### src/psd_pkg.sv
// constants, types and lookups for the synthesizer divider core
// assumes a single 50 MHz system clock and an APB register port
package psd_pkg;
    // clock and lock-detector timing
    localparam int CLK_MHZ = 50;
    localparam int ERR_NS = 200;
    // longest time, so rounded down to whole cycles
    localparam int ERR_CYC_I = (ERR_NS * CLK_MHZ) / 1000;
    localparam logic [3:0] ERR_CYC = 4'(ERR_CYC_I);
    localparam logic [2:0] RELOCK_REFS = 3'h6;

    // register byte offsets on the APB port
    localparam logic [7:0] OFF_A = 8'h00;
    localparam logic [7:0] OFF_B = 8'h04;
    localparam logic [7:0] OFF_C = 8'h08;
    localparam logic [7:0] OFF_D = 8'h0c;
    localparam logic [7:0] OFF_STAT = 8'h10;
    localparam logic [7:0] OFF_SADDR = 8'h14;

    // reset values
    localparam logic [7:0] RST_A = 8'h0e;
    localparam logic [7:0] RST_B = 8'ha5;
    localparam logic [7:0] RST_C = 8'h00;
    localparam logic [7:0] RST_D = 8'h00;

    // field positions
    localparam int A_PD = 7;
    localparam int A_ICP = 5;
    localparam int A_REF = 0;
    localparam int B_PHI = 4;
    localparam int B_VCO_SWITCH_B = 3;
    localparam int B_VCO_SWITCH_A = 2;
    localparam int STAT_UNLOCK = 4;

    // fixed part of the serial slave address
    localparam logic [5:0] SADDR_FIXED = 6'h31;

    // main divider limits and prescaler top count
    localparam logic [17:0] RATIO_MIN = 18'h00800;
    localparam logic [4:0] PRE_TOP = 5'h1f;

    typedef enum logic [1:0] {
        PSD_LOCKED = 2'b01,
        PSD_UNLOCKED = 2'b10
    } psd_lock_t;

    // charge pump command
    typedef struct packed {
        logic up;
        logic dn;
        logic hiz;
        logic hi_cur;
    } psd_pump_t;

    // reference ratio for a four-bit select code
    function automatic logic [10:0] psd_ref_ratio(input logic [3:0] sel);
        logic [10:0] r;
        r = 11'h080;
        case (sel)
            4'h0: r = 11'h080;
            4'h1: r = 11'h0a0;
            4'h2: r = 11'h0c0;
            4'h3: r = 11'h0f0;
            4'h4: r = 11'h100;
            4'h5: r = 11'h140;
            4'h6: r = 11'h180;
            4'h7: r = 11'h1e0;
            4'h8: r = 11'h200;
            4'h9: r = 11'h280;
            4'ha: r = 11'h300;
            4'hb: r = 11'h3c0;
            4'hc: r = 11'h400;
            4'hd: r = 11'h500;
            4'he: r = 11'h600;
            default: r = 11'h780;
        endcase
        return r;
    endfunction : psd_ref_ratio

    // ratios below the floor are lifted by the floor value
    function automatic logic [17:0] psd_eff_ratio(input logic [17:0] x);
        return (x < RATIO_MIN) ? (x + RATIO_MIN) : x;
    endfunction : psd_eff_ratio
endpackage : psd_pkg

### src/psd_core.sv
// digital core of the channel synthesizer: dividers, phase
// detector, lock detector and the register file on APB.
// assumes rf_in, osc_input and the pins are asynchronous to clk
// and that rf and oscillator edges are slower than clk / 2.
// Summary of operation
// - prescaler output clocks main counter, rf edges clock swallow counter
// - 18-bit word: low 5 swallow, high 13 main
// - writing the lowest ratio register arms transfer
// - transfer happens on the divider output pulse
// - ratios 2048 to 262143 accepted
// - ratio below 2048 divides by value plus 2048
// - lowest-register-only write keeps upper bits
// - sixteen reference ratios from four-bit field
// - codes 0..15 map to 128 through 1920
// - dual flip-flop detector, no dead zone
// - up or down drives pump, else high impedance
// - bit 5 selects 1 mA or 0.5 mA
// - phase invert swaps up and down
// - faster variable asserts down unless inverted
// - unlock pulls vco_switch_a low
// - unlock readable in status register
// - error above 200 ns flags unlock at once
// - release after 6 clean reference cycles
// - four 8-bit control registers
// - power-down idles ratio and reference dividers, keeps registers
// - low hardware power-down pin forces power-down
// - output at one eighth of oscillator
// - address: 110001, inverted select, direction
module psd_core
    import psd_pkg::*;
(
    input wire logic clk,
    input wire logic rst_n,
    input wire logic psel,
    input wire logic penable,
    input wire logic pwrite,
    input wire logic [7:0] paddr,
    input wire logic [31:0] pwdata,
    output logic [31:0] prdata,
    output logic pready,
    output logic pslverr,
    input wire logic rf_in,
    input wire logic osc_input,
    input wire logic hw_powerdown_n,
    input wire logic addr_select_in,
    output psd_pump_t pump,
    output logic vco_switch_a_o,
    output logic vco_switch_a_oe,
    output logic vco_switch_b,
    output logic xtal_div8_out
);
    // input synchronisers: rf, osc, power-down, address select
    logic [3:0] s1_q, s2_q, s3_q;
    always_ff @(posedge clk or negedge rst_n) begin
        if (!rst_n) begin
            s1_q <= 4'h4;
            s2_q <= 4'h4;
            s3_q <= 4'h4;
        end else begin
            s1_q <= {addr_select_in, hw_powerdown_n, osc_input, rf_in};
            s2_q <= s1_q;
            s3_q <= s2_q;
        end
    end
    wire rf_rise = s2_q[0] & ~s3_q[0];
    wire osc_rise = s2_q[1] & ~s3_q[1];

    // control registers
    logic [7:0] reg_a_q, reg_b_q, reg_c_q, reg_d_q;
    logic pready_q, pslverr_q, load_pend_q;
    logic [31:0] prdata_q;
    psd_lock_t lock_q;
    wire unlocked = (lock_q == PSD_UNLOCKED);
    // pin or register bit; control part stays alive either way
    wire pd = ~s2_q[2] | reg_a_q[A_PD];

    // apb decode
    wire setup = psel & ~penable;
    wire acc = psel & penable & pready_q;
    wire wr = acc & pwrite;
    wire hit_a = (paddr == OFF_A);
    wire hit_b = (paddr == OFF_B);
    wire hit_c = (paddr == OFF_C);
    wire hit_d = (paddr == OFF_D);
    wire hit_s = (paddr == OFF_STAT);
    wire hit_sa = (paddr == OFF_SADDR);
    wire mapped = hit_a | hit_b | hit_c | hit_d | hit_s | hit_sa;
    wire wr_d = wr & hit_d;

    // read mux
    logic [7:0] rbyte;
    logic [7:0] stat_byte;
    always_comb begin
        stat_byte = 8'h00;
        stat_byte[STAT_UNLOCK] = unlocked;
        if (hit_a) begin
            rbyte = reg_a_q;
        end else if (hit_b) begin
            rbyte = reg_b_q;
        end else if (hit_c) begin
            rbyte = reg_c_q;
        end else if (hit_d) begin
            rbyte = reg_d_q;
        end else if (hit_s) begin
            rbyte = stat_byte;
        end else if (hit_sa) begin
            rbyte = {SADDR_FIXED, ~s2_q[3], 1'b0};
        end else begin
            rbyte = 8'h00;
        end
    end

    // answer one cycle after setup: no wait states
    always_ff @(posedge clk or negedge rst_n) begin
        if (!rst_n) begin
            pready_q <= 1'b0;
            pslverr_q <= 1'b0;
            prdata_q <= 32'h0;
        end else begin
            pready_q <= setup;
            pslverr_q <= setup & ~mapped;
            if (setup) begin
                prdata_q <= {24'h0, rbyte};
            end
        end
    end

    // register writes; kept through power-down
    always_ff @(posedge clk or negedge rst_n) begin
        if (!rst_n) begin
            reg_a_q <= RST_A;
            reg_b_q <= RST_B;
            reg_c_q <= RST_C;
            reg_d_q <= RST_D;
        end else begin
            if (wr & hit_a) reg_a_q <= pwdata[7:0];
            if (wr & hit_b) reg_b_q <= pwdata[7:0];
            if (wr & hit_c) reg_c_q <= pwdata[7:0];
            if (wr_d) reg_d_q <= pwdata[7:0];
        end
    end

    // buffered division word, floor applied
    wire [17:0] buf_word = {reg_b_q[1:0], reg_c_q, reg_d_q};
    wire [17:0] new_word = psd_eff_ratio(buf_word);

    // main divider state
    logic [12:0] act_n_q, main_q;
    logic [4:0] act_r_q, sw_q, pre_q;
    logic swp_q, var_pulse_q;
    // prescaler divides by 32 in the main phase; the swallow
    // phase passes single rf edges, giving 32 * n + r in total
    wire pre_wrap = rf_rise & ~swp_q & (pre_q == PRE_TOP);
    wire main_end = pre_wrap & (main_q == 13'h0001);
    wire sw_end = swp_q & rf_rise & (sw_q == 5'h01);
    wire fire = ~pd & ((main_end & (act_r_q == 5'h00)) | sw_end);
    // new word only enters at the output pulse
    wire take = fire & load_pend_q;
    wire [12:0] nxt_n = take ? new_word[17:5] : act_n_q;
    wire [4:0] nxt_r = take ? new_word[4:0] : act_r_q;

    // arming flag: a write in the take cycle re-arms
    always_ff @(posedge clk or negedge rst_n) begin
        if (!rst_n) begin
            load_pend_q <= 1'b0;
        end else begin
            load_pend_q <= wr_d | (load_pend_q & ~take);
        end
    end

    // active ratio and counters
    always_ff @(posedge clk or negedge rst_n) begin
        if (!rst_n) begin
            act_n_q <= 13'h0800;
            act_r_q <= 5'h00;
            main_q <= 13'h0800;
            sw_q <= 5'h00;
            pre_q <= 5'h00;
            swp_q <= 1'b0;
        end else if (pd) begin
            // idle: hold the chain at its start
            main_q <= act_n_q;
            sw_q <= act_r_q;
            pre_q <= 5'h00;
            swp_q <= 1'b0;
        end else if (fire) begin
            act_n_q <= nxt_n;
            act_r_q <= nxt_r;
            main_q <= nxt_n;
            sw_q <= nxt_r;
            pre_q <= 5'h00;
            swp_q <= 1'b0;
        end else if (main_end) begin
            swp_q <= 1'b1;
            pre_q <= 5'h00;
        end else if (sw_end | (swp_q & rf_rise)) begin
            sw_q <= sw_q - 5'h01;
        end else if (rf_rise) begin
            pre_q <= pre_q + 5'h01;
            if (pre_wrap) main_q <= main_q - 13'h0001;
        end
    end

    // reference divider and crystal divide-by-8
    logic [10:0] ref_q;
    logic [1:0] x8_q;
    logic ref_pulse_q, x8_out_q;
    wire [10:0] ref_load = psd_ref_ratio(reg_a_q[A_REF+:4]);
    wire ref_end = osc_rise & (ref_q <= 11'h001);
    always_ff @(posedge clk or negedge rst_n) begin
        if (!rst_n) begin
            ref_q <= 11'h080;
            ref_pulse_q <= 1'b0;
            var_pulse_q <= 1'b0;
        end else begin
            var_pulse_q <= fire;
            ref_pulse_q <= ref_end & ~pd;
            if (pd | ref_end) ref_q <= ref_load;
            else if (osc_rise) ref_q <= ref_q - 11'h001;
        end
    end

    // keeps running in power-down; control part clock out
    always_ff @(posedge clk or negedge rst_n) begin
        if (!rst_n) begin
            x8_q <= 2'h0;
            x8_out_q <= 1'b0;
        end else if (osc_rise) begin
            x8_q <= x8_q + 2'h1;
            if (x8_q == 2'h3) x8_out_q <= ~x8_out_q;
        end
    end

    // phase/frequency detector: both set clears both next cycle,
    // the one-cycle overlap removes the dead zone
    logic r_ff_q, v_ff_q;
    wire both = r_ff_q & v_ff_q;
    always_ff @(posedge clk or negedge rst_n) begin
        if (!rst_n) begin
            r_ff_q <= 1'b0;
            v_ff_q <= 1'b0;
        end else begin
            r_ff_q <= ~pd & ~both & (r_ff_q | ref_pulse_q);
            v_ff_q <= ~pd & ~both & (v_ff_q | var_pulse_q);
        end
    end
    wire phase_invert = reg_b_q[B_PHI];
    wire pfd_up = phase_invert ? v_ff_q : r_ff_q;
    wire pfd_dn = phase_invert ? r_ff_q : v_ff_q;

    // charge pump command
    always_ff @(posedge clk or negedge rst_n) begin
        if (!rst_n) begin
            pump <= '{up: 1'b0, dn: 1'b0, hiz: 1'b1, hi_cur: 1'b0};
        end else begin
            pump.up <= pfd_up;
            pump.dn <= pfd_dn;
            pump.hiz <= ~(pfd_up | pfd_dn);
            pump.hi_cur <= reg_a_q[A_ICP];
        end
    end

    // lock detector: time the error pulse, count clean refs
    logic [3:0] err_q;
    logic [2:0] good_q;
    logic seen_q;
    wire err_on = r_ff_q | v_ff_q;
    wire big = err_on & (err_q >= ERR_CYC);
    wire clean_ref = ref_pulse_q & ~seen_q & ~big;
    always_ff @(posedge clk or negedge rst_n) begin
        if (!rst_n) begin
            err_q <= 4'h0;
            seen_q <= 1'b0;
        end else begin
            if (!err_on) err_q <= 4'h0;
            else if (err_q < ERR_CYC) err_q <= err_q + 4'h1;
            seen_q <= big | (seen_q & ~ref_pulse_q);
        end
    end

    // lock state machine
    always_ff @(posedge clk or negedge rst_n) begin
        if (!rst_n) begin
            lock_q <= PSD_UNLOCKED;
            good_q <= 3'h0;
        end else begin
            case (lock_q)
                PSD_LOCKED: begin
                    good_q <= 3'h0;
                    if (big) lock_q <= PSD_UNLOCKED;
                end
                PSD_UNLOCKED: begin
                    if (big | (ref_pulse_q & ~clean_ref)) begin
                        good_q <= 3'h0;
                    end else if (clean_ref) begin
                        good_q <= good_q + 3'h1;
                        if (good_q == RELOCK_REFS - 3'h1) begin
                            lock_q <= PSD_LOCKED;
                        end
                    end
                end
                default: lock_q <= PSD_UNLOCKED;
            endcase
        end
    end

    // switch pins: vco_switch_a open-collector, vco_switch_b driven high and low
    logic va_oe_q, vb_q;
    always_ff @(posedge clk or negedge rst_n) begin
        if (!rst_n) begin
            va_oe_q <= 1'b1;
            vb_q <= 1'b0;
        end else begin
            va_oe_q <= unlocked | ~reg_b_q[B_VCO_SWITCH_A];
            vb_q <= reg_b_q[B_VCO_SWITCH_B];
        end
    end

    assign prdata = prdata_q;
    assign pready = pready_q;
    assign pslverr = pslverr_q;
    assign vco_switch_a_o = 1'b0;
    assign vco_switch_a_oe = va_oe_q;
    assign vco_switch_b = vb_q;
    assign xtal_div8_out = x8_out_q;
endmodule : psd_core

### config.mk
export PLATFORM = sky130hd
export DESIGN_NAME = psd_core
export DESIGN_NICKNAME = d
export VERILOG_FILES = /design/src/psd_pkg.sv /design/src/psd_core.sv
export SDC_FILE = /design/constraint.sdc
export NUM_CORES = 1
export LEC_CHECK = 0
export CORE_ASPECT_RATIO = 1.25
export CORE_MARGIN = 5
export CORE_UTILIZATION = 25
export CTS_CLUSTER_DIAMETER = 120
export DETAILED_ROUTE_END_ITERATION = 16
export DONT_BUFFER_PORTS = 1
export PLACE_DENSITY = 0.41
export SETUP_SLACK_MARGIN = 0.5
export SYNTH_ARGS = -nofsm -noshare
export SYNTH_HDL_FRONTEND = slang
export SYNTH_SLANG_ARGS = --single-unit
### constraint.sdc
create_clock -name clk -period 2.6 [get_ports clk]
set_input_delay 0 -clock clk [delete_from_list [all_inputs] [get_ports clk]]
set_output_delay 0 -clock clk [all_outputs]
set_load 0.01 [all_outputs]
==> impl_results.md <==
* Max-slew violations at 0
* DRT Wirelength at 17,700 µm
* Hold Buf Count CTS at 21
* Die width at 155 µm
* Crit-path cells: or4bb_4 -> or4_4 -> a21oi_4 -> buf_6 -> buf_16 -> mux2_4
* I/O pins at 91
* Synth top area cells: dfrtp_1, dfstp_2, mux2_2
* Top Metal Used: met4
* Relative slew slack at 59.5%
* Yosys top cell by area: dfrtp_1
* Dpl hpwl at 11,500 µm
* Layout Cells excl Fill at 1,043
* CP bufs+invs at 2
* P_int at 3.91 mW
* Util after Layout at 33.3%
* F_max at 427 MHz
* Status: finished, violations left
* CP endpoint kind: flop
* GR Overflow Total at 0
* Tcrit/Tclk final at 90.1%
* Setup WS pre-CTS at 0.145 ns
* EDFF count, synth at 0
* Detail Route Antenna Nets at 0
* Clk_lat worst skew at 0.42 ns
* Final setup viols at 0
* Largest net degree at the start of global routing at 130
* Crit path max fanout at 5
* Share of cells above drive strength 1 at 29.7%
* Shortest period the worst path allows at 2.34 ns
* Synthesized flop and latch total at 129
* Vias in the first global route at 5,139
* Cell family with most CP delay: simple AND/OR/NAND/NOR gates
* Top cell type's share of synthesized area at 43.3%
* Chip height at 192 µm
* Die area at 29,700 µm²
* Reg2Reg Setup Slack at 0.26 ns
* WL met2 at 9350 µm
* PD cells at 596 nW/µm²
* Via Count at 4,869
* Crit path DAT at 2.65 ns
* Max incr delay on CP at 0.54 ns
* Via density at 4.67
* Clock transition at the registers of the reported paths at 0.06 ns
* H-tree levels at 4
* Switching pwr at 1.24 mW
* Met3 wire len at 627 µm
* Comb power frac at 9.6%
* Fin. Hold Viols at 129
* First-pass GRT wire length at 28,200 µm
* R2R cell count at 6
* Hold Slack at -0.722 ns
* Most frequently used flop master after synthesis: dfrtp_1
* IO buf count at 0
* Routed WL per cell at 16.9 µm
* Failing checks: hold timing
* # diodes at 0
* Synth Area per Inst at 10.5 µm²
* Initial core utilization at 25.3%
* TritonCTS Buffers at 17
* Mapped Area at 6590 µm²
* Clk_skew at 0.00677 ns
* Root Driver: clkbuf_16
* TritonCTS clock tree: built
* Area grow syn2layout at 31.3%
* Yosys warns at 0
* Clock Sinks at 129
* Crit Reg-Reg Endpoint: act_n_q[5]
* Hold Crit Class: input pin to async pin
* Worst path slowest cell: or4_4
* Initial DRC count at 213
* Routability Congestion at 0.761
* Worst EP required at 2.90 ns
* Pre-antenna DRT Iters at 4
* Core area at 26,000 µm²
* Nets at 755
* Gr usage total at 12.1%
* Site row count at 66
* Sequential-to-total area share from yosys stat at 49.3%
* Clk pwr share at 47.7%
* Count of cell types in the netlist at 63
* Initial antenna violation count at 0
* Async SR Flop Fraction at 100%
* CP Launch Type: flop
* Clock buffer depth at 2
* Sequential fraction of design power at 42.7%
* Fillers at 2,638
* Fin Setup TNS at 0 ns
* RSZ-0062 raised after global routing: yes
* Gate Count Post-Synth at 626
* Placed cells at 956
* VDD IR-drop max at 0.411 mV
* Worst setup margin at 0.257 ns
* Worst Tran Pin Value at 0.605 ns
* DRC at 0
* RR Startpoint: swp_q
* Critical path class: flop to flop
* Max cap viols at 0
* Sw Share at 24.1%
* Wl on met1 at 7330 µm
* LEAKAGE at 3.84 nW
per-layer routing:
layer	vias up	GRT usage (%)
li1	2310	-
met1	2429	13.9
met2	107	21.7
met3	23	2.79
met4	0	4.61
met5	-	0
cell type report:
cell class / instances / area, µm² / share of cell area, %
Clock buffer: 22 / 474 / 5.48
Clock inverter: 10 / 134 / 1.55
Inverter: 23 / 86.3 / 0.998
Multi-Input combinational cell: 448 / 3510 / 40.5
Sequential cell: 129 / 3250 / 37.5
Tap cell: 340 / 425 / 4.92
Timing Repair Buffer: 71 / 779 / 9.01
logic make-up after synthesis:
group                      share of synthesized area, %
muxes                                              11.7
adders and majority gates                          3.04
buffers and inverters                              6.00
and+or+nand+nor                                    15.3
DFF                                                49.3
other                                            0.0569
xor gates and xnor gates                           2.53
AOI/OAI and AO/OA                                  12.1
flip-flops by register name (all words and copies together), names as in the netlist, 5 cells and up:
name,flops
sw_q,5
main_q,13
pre_q,5
act_n_q,13
reg_b_q,8
reg_a_q,8
prdata,8
reg_c_q,8
ref_q,11
reg_d_q,8
act_r_q,5
stage by stage:
stage	total power [mW]	area, µm²
floorplan	2.53	6700
global placement	2.60	6960
detailed placement	2.61	6960
CTS	5.19	8310
global route	5.38	8650
finish	5.15	8650
synth_stat cells, drive strengths merged, types with 7 or more instances:
cell type,n
dfrtp,114
mux2,49
nand2,49
nor2,48
a21oi,41
o21ai,38
buf,30
inv,23
clkbuf,20
nor3,17
ha,16
mux2i,16
dfstp,15
and3,12
xor2,11
a31oi,10
nand2b,10
nor2b,10
a211oi,8
nor4,8
or3,8
xnor2,8
nand4,7
power by group through the flow:
stage | sequential, mW | clock (mW) | combinational, mW
finish | 2.20 | 2.46 | 0.496
global route | 2.21 | 2.61 | 0.558
CTS | 2.20 | 2.54 | 0.460
detailed placement | 2.23 | 0 | 0.380
global placement | 2.23 | 0 | 0.373
floorplan | 2.21 | 0 | 0.327
what timing repair did:
item | CTS | global route
pin swaps | 17 | 18
resized for setup | 71 | 50
setup buffers | 18 | 9
cloned | 4 | 3
endpoints found under the setup margin | 39 | 41
endpoints found under the hold margin | 174 | 129
layout by cell type, fill, tap and decap left out, types with 5 or more instances in the layout:
cell	n
or3_1	6
nand3b_1	5
a21oi_2	7
clkbuf_16	20
buf_4	29
dlygate4sd3_1	21
buf_6	10
nand4_1	7
o22ai_1	5
a211oi_4	5
nor2b_1	9
nand2b_1	10
nand2_1	42
o21ai_0	34
nor2_1	41
dfstp_2	15
dfrtp_1	113
and3_1	11
mux2_4	31
xnor2_1	8
conb_1	25
inv_1	21
xor2_1	11
a31oi_1	8
mux2_2	18
ha_1	12
nor3_1	14
mux2i_1	16
a21oi_1	31
how the worst max path moves through the flow:
stage	from	endpoint	slack, ns	cells past startpoint
2_1_floorplan	pre_q[0]	act_n_q[0]	0.36	9
4_1_cts	main_q[1]	act_n_q[3]	0.27	9
3_5_place_dp	pre_q[0]	act_n_q[1]	0.15	9
3_3_place_gp	pre_q[0]	act_r_q[3]	0.21	9
5_1_grt	main_q[1]	main_q[8]	0.16	9
6_report	swp_q	act_n_q[5]	0.26	6
Power figures use the tool's default switching activity.
